`src/hss_regs.svh`:
```
// strap sampler constants: timing, field positions, reset values
// assumes a 25 MHz system clock and the hss_pkg types
// Summary of operation
// interface strap low picks spi, high i2c
// unselected port becomes diagnostic monitor port
// phase strap low mode 0/3, high 1/2
// spi mode applies to either spi role
// integrity strap low crc8, high checksum8
// integrity choice only on command port
// monitor port integrity comes from flash
// straps undriven in reset, sampled 1.5us after
// debug drive only after sampling completes
// weak pull-down makes open strap low
// low reset holds, rising edge starts config
// latched straps held until next reset
`ifndef HSS_REGS_SVH
`define HSS_REGS_SVH

// ==========================================================================
// timing
`define HSS_CLK_PERIOD_PS    40000
`define HSS_SAMPLE_DELAY_PS  1500000
// longest time, round down, never below one cycle
`define HSS_SAMPLE_CYCLES    ((`HSS_SAMPLE_DELAY_PS / `HSS_CLK_PERIOD_PS) < 1 ? \
                              1 : (`HSS_SAMPLE_DELAY_PS / `HSS_CLK_PERIOD_PS))

// ==========================================================================
// strap vector fields and reset values
`define HSS_STRAP_W          3
`define HSS_BIT_IFSEL        0
`define HSS_BIT_SPIMODE      1
`define HSS_BIT_INTEG        2
`define HSS_STRAP_RST        3'h0

`endif

```
`src/hss_pkg.sv`:
```
// types for the host interface strap sampler
// assumes nothing beyond a SystemVerilog tool
`default_nettype none
package hss_pkg;
  // gray coded along wait, count, done
  typedef enum logic [1:0] {
    HSS_WAIT  = 2'b00,
    HSS_COUNT = 2'b01,
    HSS_DONE  = 2'b11
  } hss_state_e;

  typedef enum logic {
    HSS_PORT_SPI = 1'b0,
    HSS_PORT_I2C = 1'b1
  } hss_port_e;

  typedef enum logic {
    HSS_INTEG_CRC8 = 1'b0,
    HSS_INTEG_SUM8 = 1'b1
  } hss_integ_e;
endpackage
`default_nettype wire

```
`src/hss_strap_if.sv`:
```
// carries sample strobe and sampled flag between sampler modules
// assumes a single clock domain
`default_nettype none
interface hss_strap_if;
  logic       sampleStb;
  logic       sampled;
  // latched straps stay local to the top, the timer never needs them
  modport timer (output sampleStb, output sampled);
  modport latch (input sampleStb, input sampled);
endinterface
`default_nettype wire

```
`src/hss_sample_timer.sv`:
```
// counts from reset release to the strap sampling instant
// assumes reset is applied asynchronously, clock is sys_clk
`include "hss_regs.svh"
`default_nettype none
module hss_sample_timer
  import hss_pkg::*;
#(
  parameter int SAMPLE_CYCLES = `HSS_SAMPLE_CYCLES
) (
  // clock and reset
  input  wire logic   sys_clk,
  input  wire logic   nrst,
  // towards the latch
  hss_strap_if.timer  strapBus
);
  localparam int CW = $clog2(SAMPLE_CYCLES + 1);

  hss_state_e    state_r;
  logic [CW-1:0] count_r;

  // ========================================================================
  // sampling delay
  // release starts timing
  always_ff @(posedge sys_clk or negedge nrst) begin
    if (!nrst) begin
      state_r <= HSS_WAIT;
      count_r <= '0;
    end else begin
      case (state_r)
        HSS_WAIT: begin
          state_r <= HSS_COUNT;
          count_r <= CW'(1);
        end
        HSS_COUNT: begin
          // sample after delay
          if (count_r >= CW'(SAMPLE_CYCLES - 1)) begin
            state_r <= HSS_DONE;
          end else begin
            count_r <= count_r + CW'(1);
          end
        end
        HSS_DONE: state_r <= HSS_DONE;
        default:  state_r <= HSS_WAIT;
      endcase
    end
  end

  assign strapBus.sampleStb = (state_r == HSS_COUNT) && (count_r >= CW'(SAMPLE_CYCLES - 1));
  assign strapBus.sampled   = (state_r == HSS_DONE);
endmodule
`default_nettype wire

```
`src/hss_strap_sampler.sv`:
```
// top: samples host interface straps and routes port roles
// assumes strap pins are synchronous to sys_clk and pulled down
`include "hss_regs.svh"
`default_nettype none
module hss_strap_sampler
  import hss_pkg::*;
#(
  parameter int SAMPLE_CYCLES = `HSS_SAMPLE_CYCLES
) (
  // clock and reset
  input  wire logic  sys_clk,
  input  wire logic  nrst,
  // strap pins, three-signal form
  input  wire logic  hostIfSelIn,
  output logic       hostIfSelOut,
  output logic       hostIfSelOe_n,
  input  wire logic  spiModeIn,
  output logic       spiModeOut,
  output logic       spiModeOe_n,
  input  wire logic  linkIntegritySelectStrapIn,
  output logic       linkIntegritySelectStrapOut,
  output logic       linkIntegritySelectStrapOe_n,
  // debug drive request after sampling
  input  wire logic  debugEn,
  input  wire logic [2:0] debugVal,
  // flash-held monitor port integrity
  input  wire logic  flashMonInteg,
  // configuration results
  output logic       strapsValid,
  output logic       cmdPortI2c,
  output logic       cmdOnSpi,
  output logic       cmdOnI2c,
  output logic       monOnSpi,
  output logic       monOnI2c,
  output logic       spiModeAlt,
  output logic       cmdIntegSum,
  output logic       monIntegSum,
  output logic       spiIntegSum,
  output logic       i2cIntegSum
);
  hss_strap_if strapBus ();

  logic [`HSS_STRAP_W-1:0] strap_r;
  logic                    valid_r;
  logic                    dbgEn_r;
  logic [2:0]              dbgVal_r;
  logic                    monInteg_r;

  hss_sample_timer #(
    .SAMPLE_CYCLES (SAMPLE_CYCLES)
  ) u_timer (
    .sys_clk  (sys_clk),
    .nrst     (nrst),
    .strapBus (strapBus)
  );

  // ========================================================================
  // strap latch
  // latch once, hold
  always_ff @(posedge sys_clk or negedge nrst) begin
    if (!nrst) begin
      strap_r <= `HSS_STRAP_RST;
      valid_r <= 1'b0;
    end else if (strapBus.sampleStb && !valid_r) begin
      // open pin reads low
      strap_r[`HSS_BIT_IFSEL]   <= hostIfSelIn;
      strap_r[`HSS_BIT_SPIMODE] <= spiModeIn;
      strap_r[`HSS_BIT_INTEG]   <= linkIntegritySelectStrapIn;
      valid_r                   <= 1'b1;
    end
  end
  // ========================================================================
  // flash setting for the monitor port, followed every cycle once sampled
  // monitor integrity from flash
  always_ff @(posedge sys_clk or negedge nrst) begin
    if (!nrst) begin
      monInteg_r <= 1'b0;
    end else if (strapBus.sampled) begin
      monInteg_r <= flashMonInteg;
    end
  end

  // ========================================================================
  // debug drive of strap pins
  // drive only after sampling
  always_ff @(posedge sys_clk or negedge nrst) begin
    if (!nrst) begin
      dbgEn_r  <= 1'b0;
      dbgVal_r <= 3'h0;
    end else begin
      dbgEn_r  <= debugEn && valid_r;
      dbgVal_r <= debugVal;
    end
  end

  // undriven until sampled
  assign hostIfSelOe_n               = !dbgEn_r;
  assign spiModeOe_n                 = !dbgEn_r;
  assign linkIntegritySelectStrapOe_n = !dbgEn_r;
  assign hostIfSelOut                = dbgVal_r[`HSS_BIT_IFSEL];
  assign spiModeOut                  = dbgVal_r[`HSS_BIT_SPIMODE];
  assign linkIntegritySelectStrapOut = dbgVal_r[`HSS_BIT_INTEG];

  // ========================================================================
  // port roles and protocol settings
  // cmdOn/monOn role results gated by valid; cmdPortI2c, mode and integrity outputs show reset defaults until sampled
  assign strapsValid = valid_r;
  // low spi, high i2c
  assign cmdPortI2c  = (hss_port_e'(strap_r[`HSS_BIT_IFSEL]) == HSS_PORT_I2C);
  assign cmdOnSpi    = valid_r && !cmdPortI2c;
  assign cmdOnI2c    = valid_r && cmdPortI2c;
  // other port monitors
  assign monOnSpi    = valid_r && cmdPortI2c;
  assign monOnI2c    = valid_r && !cmdPortI2c;
  // spi mode family
  // any spi role
  assign spiModeAlt  = strap_r[`HSS_BIT_SPIMODE];
  // crc8 or checksum8
  assign cmdIntegSum = (hss_integ_e'(strap_r[`HSS_BIT_INTEG]) == HSS_INTEG_SUM8);
  assign monIntegSum = monInteg_r;
  // strap only on command port
  assign spiIntegSum = cmdOnSpi ? cmdIntegSum : monInteg_r;
  assign i2cIntegSum = cmdOnI2c ? cmdIntegSum : monInteg_r;
endmodule
`default_nettype wire

```
`config.mk`:
```
export PLATFORM = sky130hd
export DESIGN_NAME = hss_strap_sampler
export DESIGN_NICKNAME = d
export VERILOG_FILES = /design/src/hss_pkg.sv /design/src/hss_strap_if.sv /design/src/hss_sample_timer.sv /design/src/hss_strap_sampler.sv
export VERILOG_INCLUDE_DIRS = /design/src /design/src/src
export SDC_FILE = /design/constraint.sdc
export NUM_CORES = 1
export LEC_CHECK = 0
export ABC_AREA = 0
export BUFFER_PORTS_ARGS = -buffer_cell sky130_fd_sc_hd__buf_4
export CAP_MARGIN = 20
export CORE_AREA = 2 2 49 51
export CTS_CLUSTER_SIZE = 30
export DETAILED_ROUTE_END_ITERATION = 10
export DIE_AREA = 0 0 51 53
export PLACE_DENSITY = 0.71
export SYNTH_ARGS = -nofsm -noshare
export SYNTH_HDL_FRONTEND = slang
export SYNTH_SLANG_ARGS = --single-unit
```
`constraint.sdc`:
```
create_clock -name sys_clk -period 1.9 [get_ports sys_clk]
set_clock_uncertainty 0.15 [all_clocks]
set_input_delay 0.19 -clock sys_clk [delete_from_list [all_inputs] [get_ports sys_clk]]
set_output_delay 0.19 -clock sys_clk [all_outputs]
set_load 0.03 [all_outputs]
```
-- Yosys cells after proc, flatten, opt, wreduce, memory -nomap -nowiden
Index checks and enable logic that the tools add are counted.
- flip-flop bits (word level): 17
- output and inout bits: 17
- logic and storage cells: 30
- add/sub/neg operators: 1
- order comparisons: 1
- equality and inequality tests: 4
- mux-type cells: 6
- reduce and logical (&&, ||, !) cells: 11
- operators with widths (operator ; number):
    $pmux W6 S2 ; 1
    $add A6 B1 Y6 const B ; 1
    $ge A6 B6 Y1 const B ; 1
    $mux W6 ; 1
    $pmux W2 S3 ; 1
    $logic_and A1 B1 Y1 ; 5
    $ne A2 B2 Y1 const B ; 2
    $logic_not A1 Y1 ; 3
    $eq A2 B1 Y1 const B ; 1
    $eq A2 B2 Y1 const B ; 1
    $logic_not A2 Y1 ; 1
    $mux W1 ; 2
    $mux W2 ; 1
    $reduce_and A2 Y1 ; 1
    $reduce_bool A2 Y1 ; 1

-- Logic depth before layout (Yosys ltp)
Gate-level depths: netlist of run 1.
- depth in word-level cells: 3
- depth in mapped cells: 4
- mapped depth without buffers: 4

-- Modules after synthesis
Synthesis of run 1 repeated with hierarchy kept, for this count alone.
- cell total of the unflattened synthesis: 71
- area total of the unflattened synthesis: 819.5 um^2
- modules (own cells, without submodules) (module ; instances ; cells an instance ; area an instance (um^2) ; seq. area each (um^2)):
    hss_sample_timer ; 1 ; 46 ; 441.7 ; 200.2
    hss_strap_sampler ; 1 ; 25 ; 377.9 ; 225.2

-- Worst setup path before layout of run 1
No wires, ideal clock.
- path kind: register to output
- from: register valid_r (netlist: strapsValid)
- to: output port spiIntegSum
- arrival: 1.615 ns
- data required time: 1.560 ns
- path slack: -0.055 ns
- cell stages (with the launch flop): 3
- buffers on the path: 0
- cells stage by stage: dfrtp_1 > nor2b_1 > mux2_2
- cells in the longest elaborated chain, start to end: 2
- RTL lines (element ; RTL line ; RTL):
    start, declared ; hss_strap_sampler.sv:44 ; logic valid_r;
    start signal, assigned ; hss_strap_sampler.sv:63 ; valid_r <= 1'b0;
    start signal, assigned ; hss_strap_sampler.sv:69 ; valid_r <= 1'b1;
    $logic_and A1 B1 Y1 ; hss_strap_sampler.sv:110 ; assign cmdOnSpi = valid_r && !cmdPortI2c;
    net cmdOnSpi ; hss_strap_sampler.sv:31 ; output logic cmdOnSpi,
    $mux W1 ; hss_strap_sampler.sv:122 ; assign spiIntegSum = cmdOnSpi ? cmdIntegSum : monInteg_r;
    end, declared ; hss_strap_sampler.sv:38 ; output logic spiIntegSum,
The timed path passes the listed nets, and every way through them passes these cells.

-- Worst setup path in the final report of run 1
- from: register valid_r (netlist: strapsValid)
- to: output port spiIntegSum
- cells in the longest elaborated chain, start to end: 2
- RTL lines (element ; RTL line):
    $logic_and A1 B1 Y1 ; hss_strap_sampler.sv:110
    $mux W1 ; hss_strap_sampler.sv:122
Every way passes these cells.

==> results.txt, run 1 <==
CTS tree - built
Chip height - 53 microns
Drt total wl - 1.700 mm
Endpoints failing setup - 0
Post-cts sizing count - 0
Startpoint class of the critical path - flip-flop
Setup TNS - 0 ns
FP Rows - 17
Slew @ Worst Pin - 0.3639 ns
Leakage - 0.5038 nW
GRT Residual Overflow - 0
Area Overhead vs Synth - 39.69%
Commonest non-fill, non-tap cells in the layout - buf_4 (28), dfrtp_1 (17), dlygate4sd3_1 (9)
Final nets - 118
CTS buffer count - 3
Die X - 51 microns
Clock Latency Late Sink - 0.29 ns
Tcrit/Tclk final - 0.9295
DRT antenna net count - 0
Port bufs - 26
Largest net degree at the start of global routing - 18
Maximum clock path buffer count - 2
Vias - 635
Setup bufs post-CTS - 0
Core region area - 0.002148 sq mm
Clock root cell - clkbuf_4
Syn_area_per_cell - 11.71 sq um
CP endpoint kind - output port
TritonCTS Sinks - 17
Crit-path cells - nor2b_2 > mux2_2 > buf_4
Number of distinct library cells after synthesis - 27
Most common cell after layout, fill and taps aside - buf_4
Layout cell share with drive strength beyond 1 - 0.4286
Synth top area share - 0.5191
Peak supply drop - 374.9 uV
GRT Total Usage - 0.1565
# H-tree levels - 1
Pwr/cell area - 592.9 mW/mm^2
Fillers - 199
Die area - 0.002703 sq mm
Max Slew Vio Count - 0
RSZ-0062 raised after global routing - false
DRC viols - 0
Top-level I/O count - 27
Worst path slowest cell - dfrtp_1
Initial drt markers - 6
Clock Pin Slew Worst Setup and Hold Paths - 0.09 ns
Post-detailed-route via-to-cell ratio - 4.774
Hpwl dp - 1.260 mm
Relative slew margins - 0.7569
First-pass iteration count of the detailed router - 4
Max Cap Viol - 0
Syn Std Cell Area - 819.5 sq um
Ant. Diodes - 0
Worst min path class - in2async
Crit path largest cell delay - 0.42 ns
Tmin final - 1.766 ns
Wire per inst - 12.78 microns
Number of global-route vias before repair - 659
Total power - 0.0006788 W
Critical Path AT - 1.43 ns
CP required - 1.56 ns
Setup CP Type - reg2out
Main area contributors after synthesis - dfrtp_1 (52%), mux2_2 (8.2%), buf_4 (3.7%), nand4b_1 (3.2%), ha_1 (3.1%)
Synth Instances - 70
Synth warn - 0
Final Hold Vio Count - 0
End-of-flow core utilization - 0.5329
RePlAce Congestion - 0.7652
Yosys reg bits - 17
Starting Density - 0.3815
Fmax - 566.3 MHz
Crit-path max FO - 6
Synth area leader - dfrtp_1
Antenna violations before repair - 0
Syn_nets - 82
Sequential area share after synthesis - 0.5191
Status - finished clean
First-pass GRT wire length - 2.980 mm
[cells in the mapped netlist]
| library cell | number |
|---|---|
| a21oi_1 | 1 |
| nor2b_1 | 3 |
| nand3b_1 | 1 |
| buf_4 | 4 |
| dfrtp_1 | 17 |
| nor3_1 | 1 |
| nand3_1 | 4 |
| o21ai_0 | 3 |
| mux2_2 | 6 |
| mux2i_1 | 1 |
| nand2_1 | 5 |
| and2_1 | 2 |
| o22a_1 | 1 |
| clkbuf_1 | 1 |
| or3b_2 | 2 |
| a31o_2 | 1 |
| nand4b_2 | 1 |
| buf_2 | 1 |
| mux2_4 | 1 |
| or3_4 | 1 |
| nand4b_1 | 3 |
| a21oi_4 | 1 |
| a31oi_1 | 1 |
| ha_1 | 2 |
| nor2_1 | 1 |
| inv_1 | 4 |
| nand2b_1 | 1 |
[report_power, final]
part           switching [W]  internal (W)  leakage (nW)
registers         0.00000556      0.000370         0.193
logic              0.0000615     0.0000543         0.296
clock network       0.000106     0.0000817        0.0150
[stage by stage]
stage	hold slack, ns	std cells	worst slack [ns]	instance area (sq um)
after floorplan	-0.2556	70	0.1255	822.0
after global placement	-0.08684	120	0.2900	1028
after detailed placement	-0.08347	120	0.2697	1028
after CTS	0.1390	133	0.1134	1145
after global routing	0.1437	133	0.05155	1145
final	0.1398	133	0.1340	1145
[state kept, by name, summed over array words and instances (netlist names)]
register and cells:
strapsValid 1, u_timer.count_r 6, strap_r 3, monIntegSum 1
dbgEn_r 1, dbgVal_r 3, u_timer.state_r 2
[final cells by class]
cell class,count,area [sq um],area share
flip-flops and latches,17,425.4,0.3716
multi-input cells,43,342.8,0.2995
well taps,28,35.03,0.03060
repair buffers,37,300.3,0.2623
inverters,4,15.01,0.01311
clock buffers,4,26.28,0.02295
[repair_timing]
action	4_1_cts	5_1_grt
setup endpoints to repair	0	0
endpoints found under the hold margin	25	0
hold buffers	9	0
[path summary, 6_finish.rpt]
path | from | end | slack (ns) | depth (start not counted)
worst max register to register | u_timer.count_r[2] | u_timer.count_r[0] | 0.26 | 3
min in group sys_clk | strap_r[1] | strap_r[1] | 0.37 | 1
worst min-delay path | nrst | u_timer.count_r[0] | 0.14 | 2
worst max-delay path | strapsValid | spiIntegSum | 0.13 | 3
max in group asynchronous | nrst | dbgVal_r[2] | 1.27 | 2
worst min register to register | strap_r[1] | strap_r[1] | 0.37 | 1
[worst max-delay path, delay by kind of cell, from the launching register on]
family	cells	cell delay, ns
buffers and inverters	1	0.17
multiplexers	1	0.34
AND/OR/NAND/NOR	1	0.21
flip-flops	1	0.42
[cell families (layout without fill, tap and decap cells)]
logic type,count (synthesis),count (layout),synth area share
AND/OR/NAND/NOR,25,25,0.1985
flip-flops,17,17,0.5191
buffers and inverters,10,45,0.06563
AO/OA/AOI/OAI,8,8,0.07329
multiplexers,8,8,0.1130
adder cells (fa/ha/maj),2,2,0.03053
[metal layers]
layer / part of all wire / vias to the layer above / routed length [microns] / global-route usage
li1: - / 308 / - / -
met1: 0.41 / 307 / 704 / 0.1655
met2: 0.52 / 18 / 882 / 0.2771
met3: 0.051 / 2 / 86 / 0.05085
met4: 0.016 / 0 / 27 / 0.08108
met5: 0 / - / 0 / 0
(Power assumes the default switching activity.)
==> run 2, diff against run 1 <==
--- a/config.mk
+++ b/config.mk
@@ -10,6 +10,7 @@
 export BUFFER_PORTS_ARGS = -buffer_cell sky130_fd_sc_hd__buf_4
 export CAP_MARGIN = 20
 export CORE_AREA = 2 2 49 51
+export CTS_BUF_LIST = sky130_fd_sc_hd__clkbuf_4 sky130_fd_sc_hd__clkbuf_8 sky130_fd_sc_hd__clkbuf_16
 export CTS_CLUSTER_SIZE = 30
 export DETAILED_ROUTE_END_ITERATION = 10
 export DIE_AREA = 0 0 51 53
==> run 2 against run 1 <==
  * Sequential power is essentially flat
  * Largest power group unchanged
  * Sequential share of layout area shrank 0.12 points
  * Via count grew 0.16%
  * Register-to-register slack is essentially flat
  * Highest routed layer unchanged
  * Die area is the same
  * Combinational power is essentially flat
  * Wire length grew 0.53%
==> results.txt, run 2 (same netlist as run 1, synthesis figures left out) <==
Status - finished clean (unchanged)
Crit-path max FO - 6 (unchanged)
Tcrit/Tclk final - 0.9301 (was 0.9295)
CP Capture Point - spiIntegSum (unchanged)
Wire per inst - 12.85 microns (was 12.78 microns)
Setup ws final - 0.1327 ns (was 0.1340 ns)
Tmin final - 1.767 ns (was 1.766 ns)
Largest net degree at the start of global routing - 18 (unchanged)
Fmax - 565.8 MHz (was 566.3 MHz)
Final Hold Vio Count - 0 (unchanged)
Combinational share of power - 0.167 (was 0.171)
Placed instance count - 120 (unchanged)
GRT Residual Overflow - 0 (unchanged)
Vias - 636 (was 635)
Setup TNS - 0 ns (unchanged)
Die area - 0.002703 sq mm (unchanged)
Layout cell share with drive strength beyond 1 - 0.4381 (was 0.4286)
Area Overhead vs Synth - 40.15% (was 39.69%)
Core region area - 0.002148 sq mm (unchanged)
Worst path slowest cell - dfrtp_1 (unchanged)
TritonCTS Sinks - 17 (unchanged)
Drt total wl - 1.709 mm (was 1.700 mm)
RSZ-0062 raised after global routing - false (unchanged)
Leakage - 0.5072 nW (was 0.5038 nW)
Max Cap Viol - 0 (unchanged)
Reg-to-reg endpoint - u_timer.count_r[0] (unchanged)
Sw Pwr - 0.0001740 W (was 0.0001727 W)
Total power - 0.0006944 W (was 0.0006788 W)
Clock Latency Late Sink - 0.29 ns (about the same)
DRC viols - 0 (unchanged)
Slew @ Worst Pin - 0.3619 ns (was 0.3639 ns)
Post-place setup slack - 0.2697 ns (unchanged)
CP required - 1.56 ns (about the same)
Post-detailed-route via-to-cell ratio - 4.782 (was 4.774)
Hpwl dp - 1.260 mm (unchanged)
Setup bufs post-CTS - 0 (unchanged)
RePlAce Congestion - 0.7652 (unchanged)
Worst r2r path cells - 3 (unchanged)
Port bufs - 26 (unchanged)
Crit path largest cell delay - 0.42 ns (about the same)
Commonest non-fill, non-tap cells in the layout - buf_4 (28), dfrtp_1 (17), dlygate4sd3_1 (9) (unchanged)
Final nets - 118 (unchanged)
Internal power - 0.0005204 W (was 0.0005061 W)
Peak supply drop - 355.7 uV (was 374.9 uV)
Clock root cell - clkbuf_4 (unchanged)
Fin cells - 133 (unchanged)
Critical Path AT - 1.43 ns (about the same)
Worst reg-to-reg setup slack - 0.26 ns (about the same)
Top Registers - u_timer.count_r (6), dbgVal_r (3), strap_r (3) (unchanged)
Top-level I/O count - 27 (unchanged)
Clk network pwr share - 0.292 (was 0.276)
Maximum clock path buffer count - 2 (unchanged)
Pwr/cell area - 604.5 mW/mm^2 (was 592.9 mW/mm^2)
Max FFs per register - 6 (unchanged)
Ant. Diodes - 0 (unchanged)
Switch share - 0.2506 (was 0.2545)
First-pass iteration count of the detailed router - 4 (unchanged)
Max Slew Vio Count - 0 (unchanged)
Chip height - 53 microns (unchanged)
Worst min path class - in2async (unchanged)
Most common cell after layout, fill and taps aside - buf_4 (unchanged)
GRT Total Usage - 0.1559 (was 0.1565)
Seq pwr share - 0.541 (was 0.553)
Fin area - 0.001149 sq mm (was 0.001145 sq mm)
CTS tree - built (unchanged)
R2r startpoint - u_timer.count_r[2] (unchanged)
Worst Setup SP - strapsValid (unchanged)
Number of global-route vias before repair - 651 (was 659)
Clock Pin Slew Worst Setup and Hold Paths - 0.09 ns (about the same)
CP endpoint kind - output port (unchanged)
DRT antenna net count - 0 (unchanged)
Initial drt markers - 5 (was 6)
# H-tree levels - 1 (unchanged)
CTS buffer count - 3 (unchanged)
Die X - 51 microns (unchanged)
Crit-path cells - nor2b_2 > mux2_2 > buf_4 (unchanged)
Relative slew margins - 0.7582 (was 0.7569)
Setup CP Type - reg2out (unchanged)
Most flop-heavy register - u_timer.count_r (unchanged)
CTS Hold Bufs - 9 (unchanged)
Antenna violations before repair - 0 (unchanged)
Post-cts sizing count - 0 (unchanged)
FP Rows - 17 (unchanged)
Post-Place Cell Area - 0.001028 sq mm (unchanged)
First-pass GRT wire length - 2.960 mm (was 2.980 mm)
Startpoint class of the critical path - flip-flop (unchanged)
Endpoints failing setup - 0 (unchanged)
Starting Density - 0.3815 (unchanged)
## run 2: cell count changes in the layout (fill, tap and decap cells not counted)
| cell | change |
|---|---|
| clkbuf_4 | +1 |
| clkbuf_1 | -1 |
## run 2: metrics by stage
stage / utilization / hold slack, ns
after floorplan: - / -0.2556
after global placement: 0.4787 / -0.08684
after detailed placement: 0.4787 / -0.08347
after CTS: 0.5347 / 0.1380
after global routing: 0.5347 / 0.1419
final: 0.5347 / 0.1381
## run 2: layer usage
| metal | global-route usage | vias up | part of all wire | routed length [microns] |
|---|---|---|---|---|
| met3 | 0.05085 | 2 | 0.051 | 87 |
| li1 | - | 307 | - | - |
| met5 | 0 | - | 0 | 0 |
| met2 | 0.2727 | 20 | 0.52 | 889 |
| met1 | 0.1673 | 307 | 0.41 | 703 |
| met4 | 0.08108 | 0 | 0.016 | 28 |
## run 2: critical path: cells and delay by family (launching register included)
kind                   cells  cell delay (ns)
and+or+nand+nor            1             0.21
muxes                      1             0.34
buffers and inverters      1             0.17
DFF                        1             0.42
## run 2: how the worst min path moves through the flow
stage	startpoint	to	cells past startpoint
6_report	nrst	u_timer.count_r[0]	2
5_1_grt	nrst	dbgEn_r	2
4_1_cts	nrst	dbgEn_r	2
3_5_place_dp	nrst	dbgEn_r	1
3_3_place_gp	nrst	u_timer.count_r[0]	1
2_1_floorplan	nrst	dbgEn_r	0
## run 2: cell type report
type	count	area (sq um)
multi-input combinational	43	342.8
timing repair buffer	37	300.3
tap	28	35.03
sequential	17	425.4
inverter	4	15.01
fill	196	999.7
clock buffer	4	30.03
## run 2: power groups by stage
stage,registers [W],logic (W),clock network (W)
2_1_floorplan,0.000397,0.0000412,0
3_3_place_gp,0.000382,0.000101,0
3_5_place_dp,0.000383,0.000102,0
4_1_cts,0.000376,0.000117,0.000213
5_1_grt,0.000377,0.000123,0.000227
6_report,0.000376,0.000116,0.000203
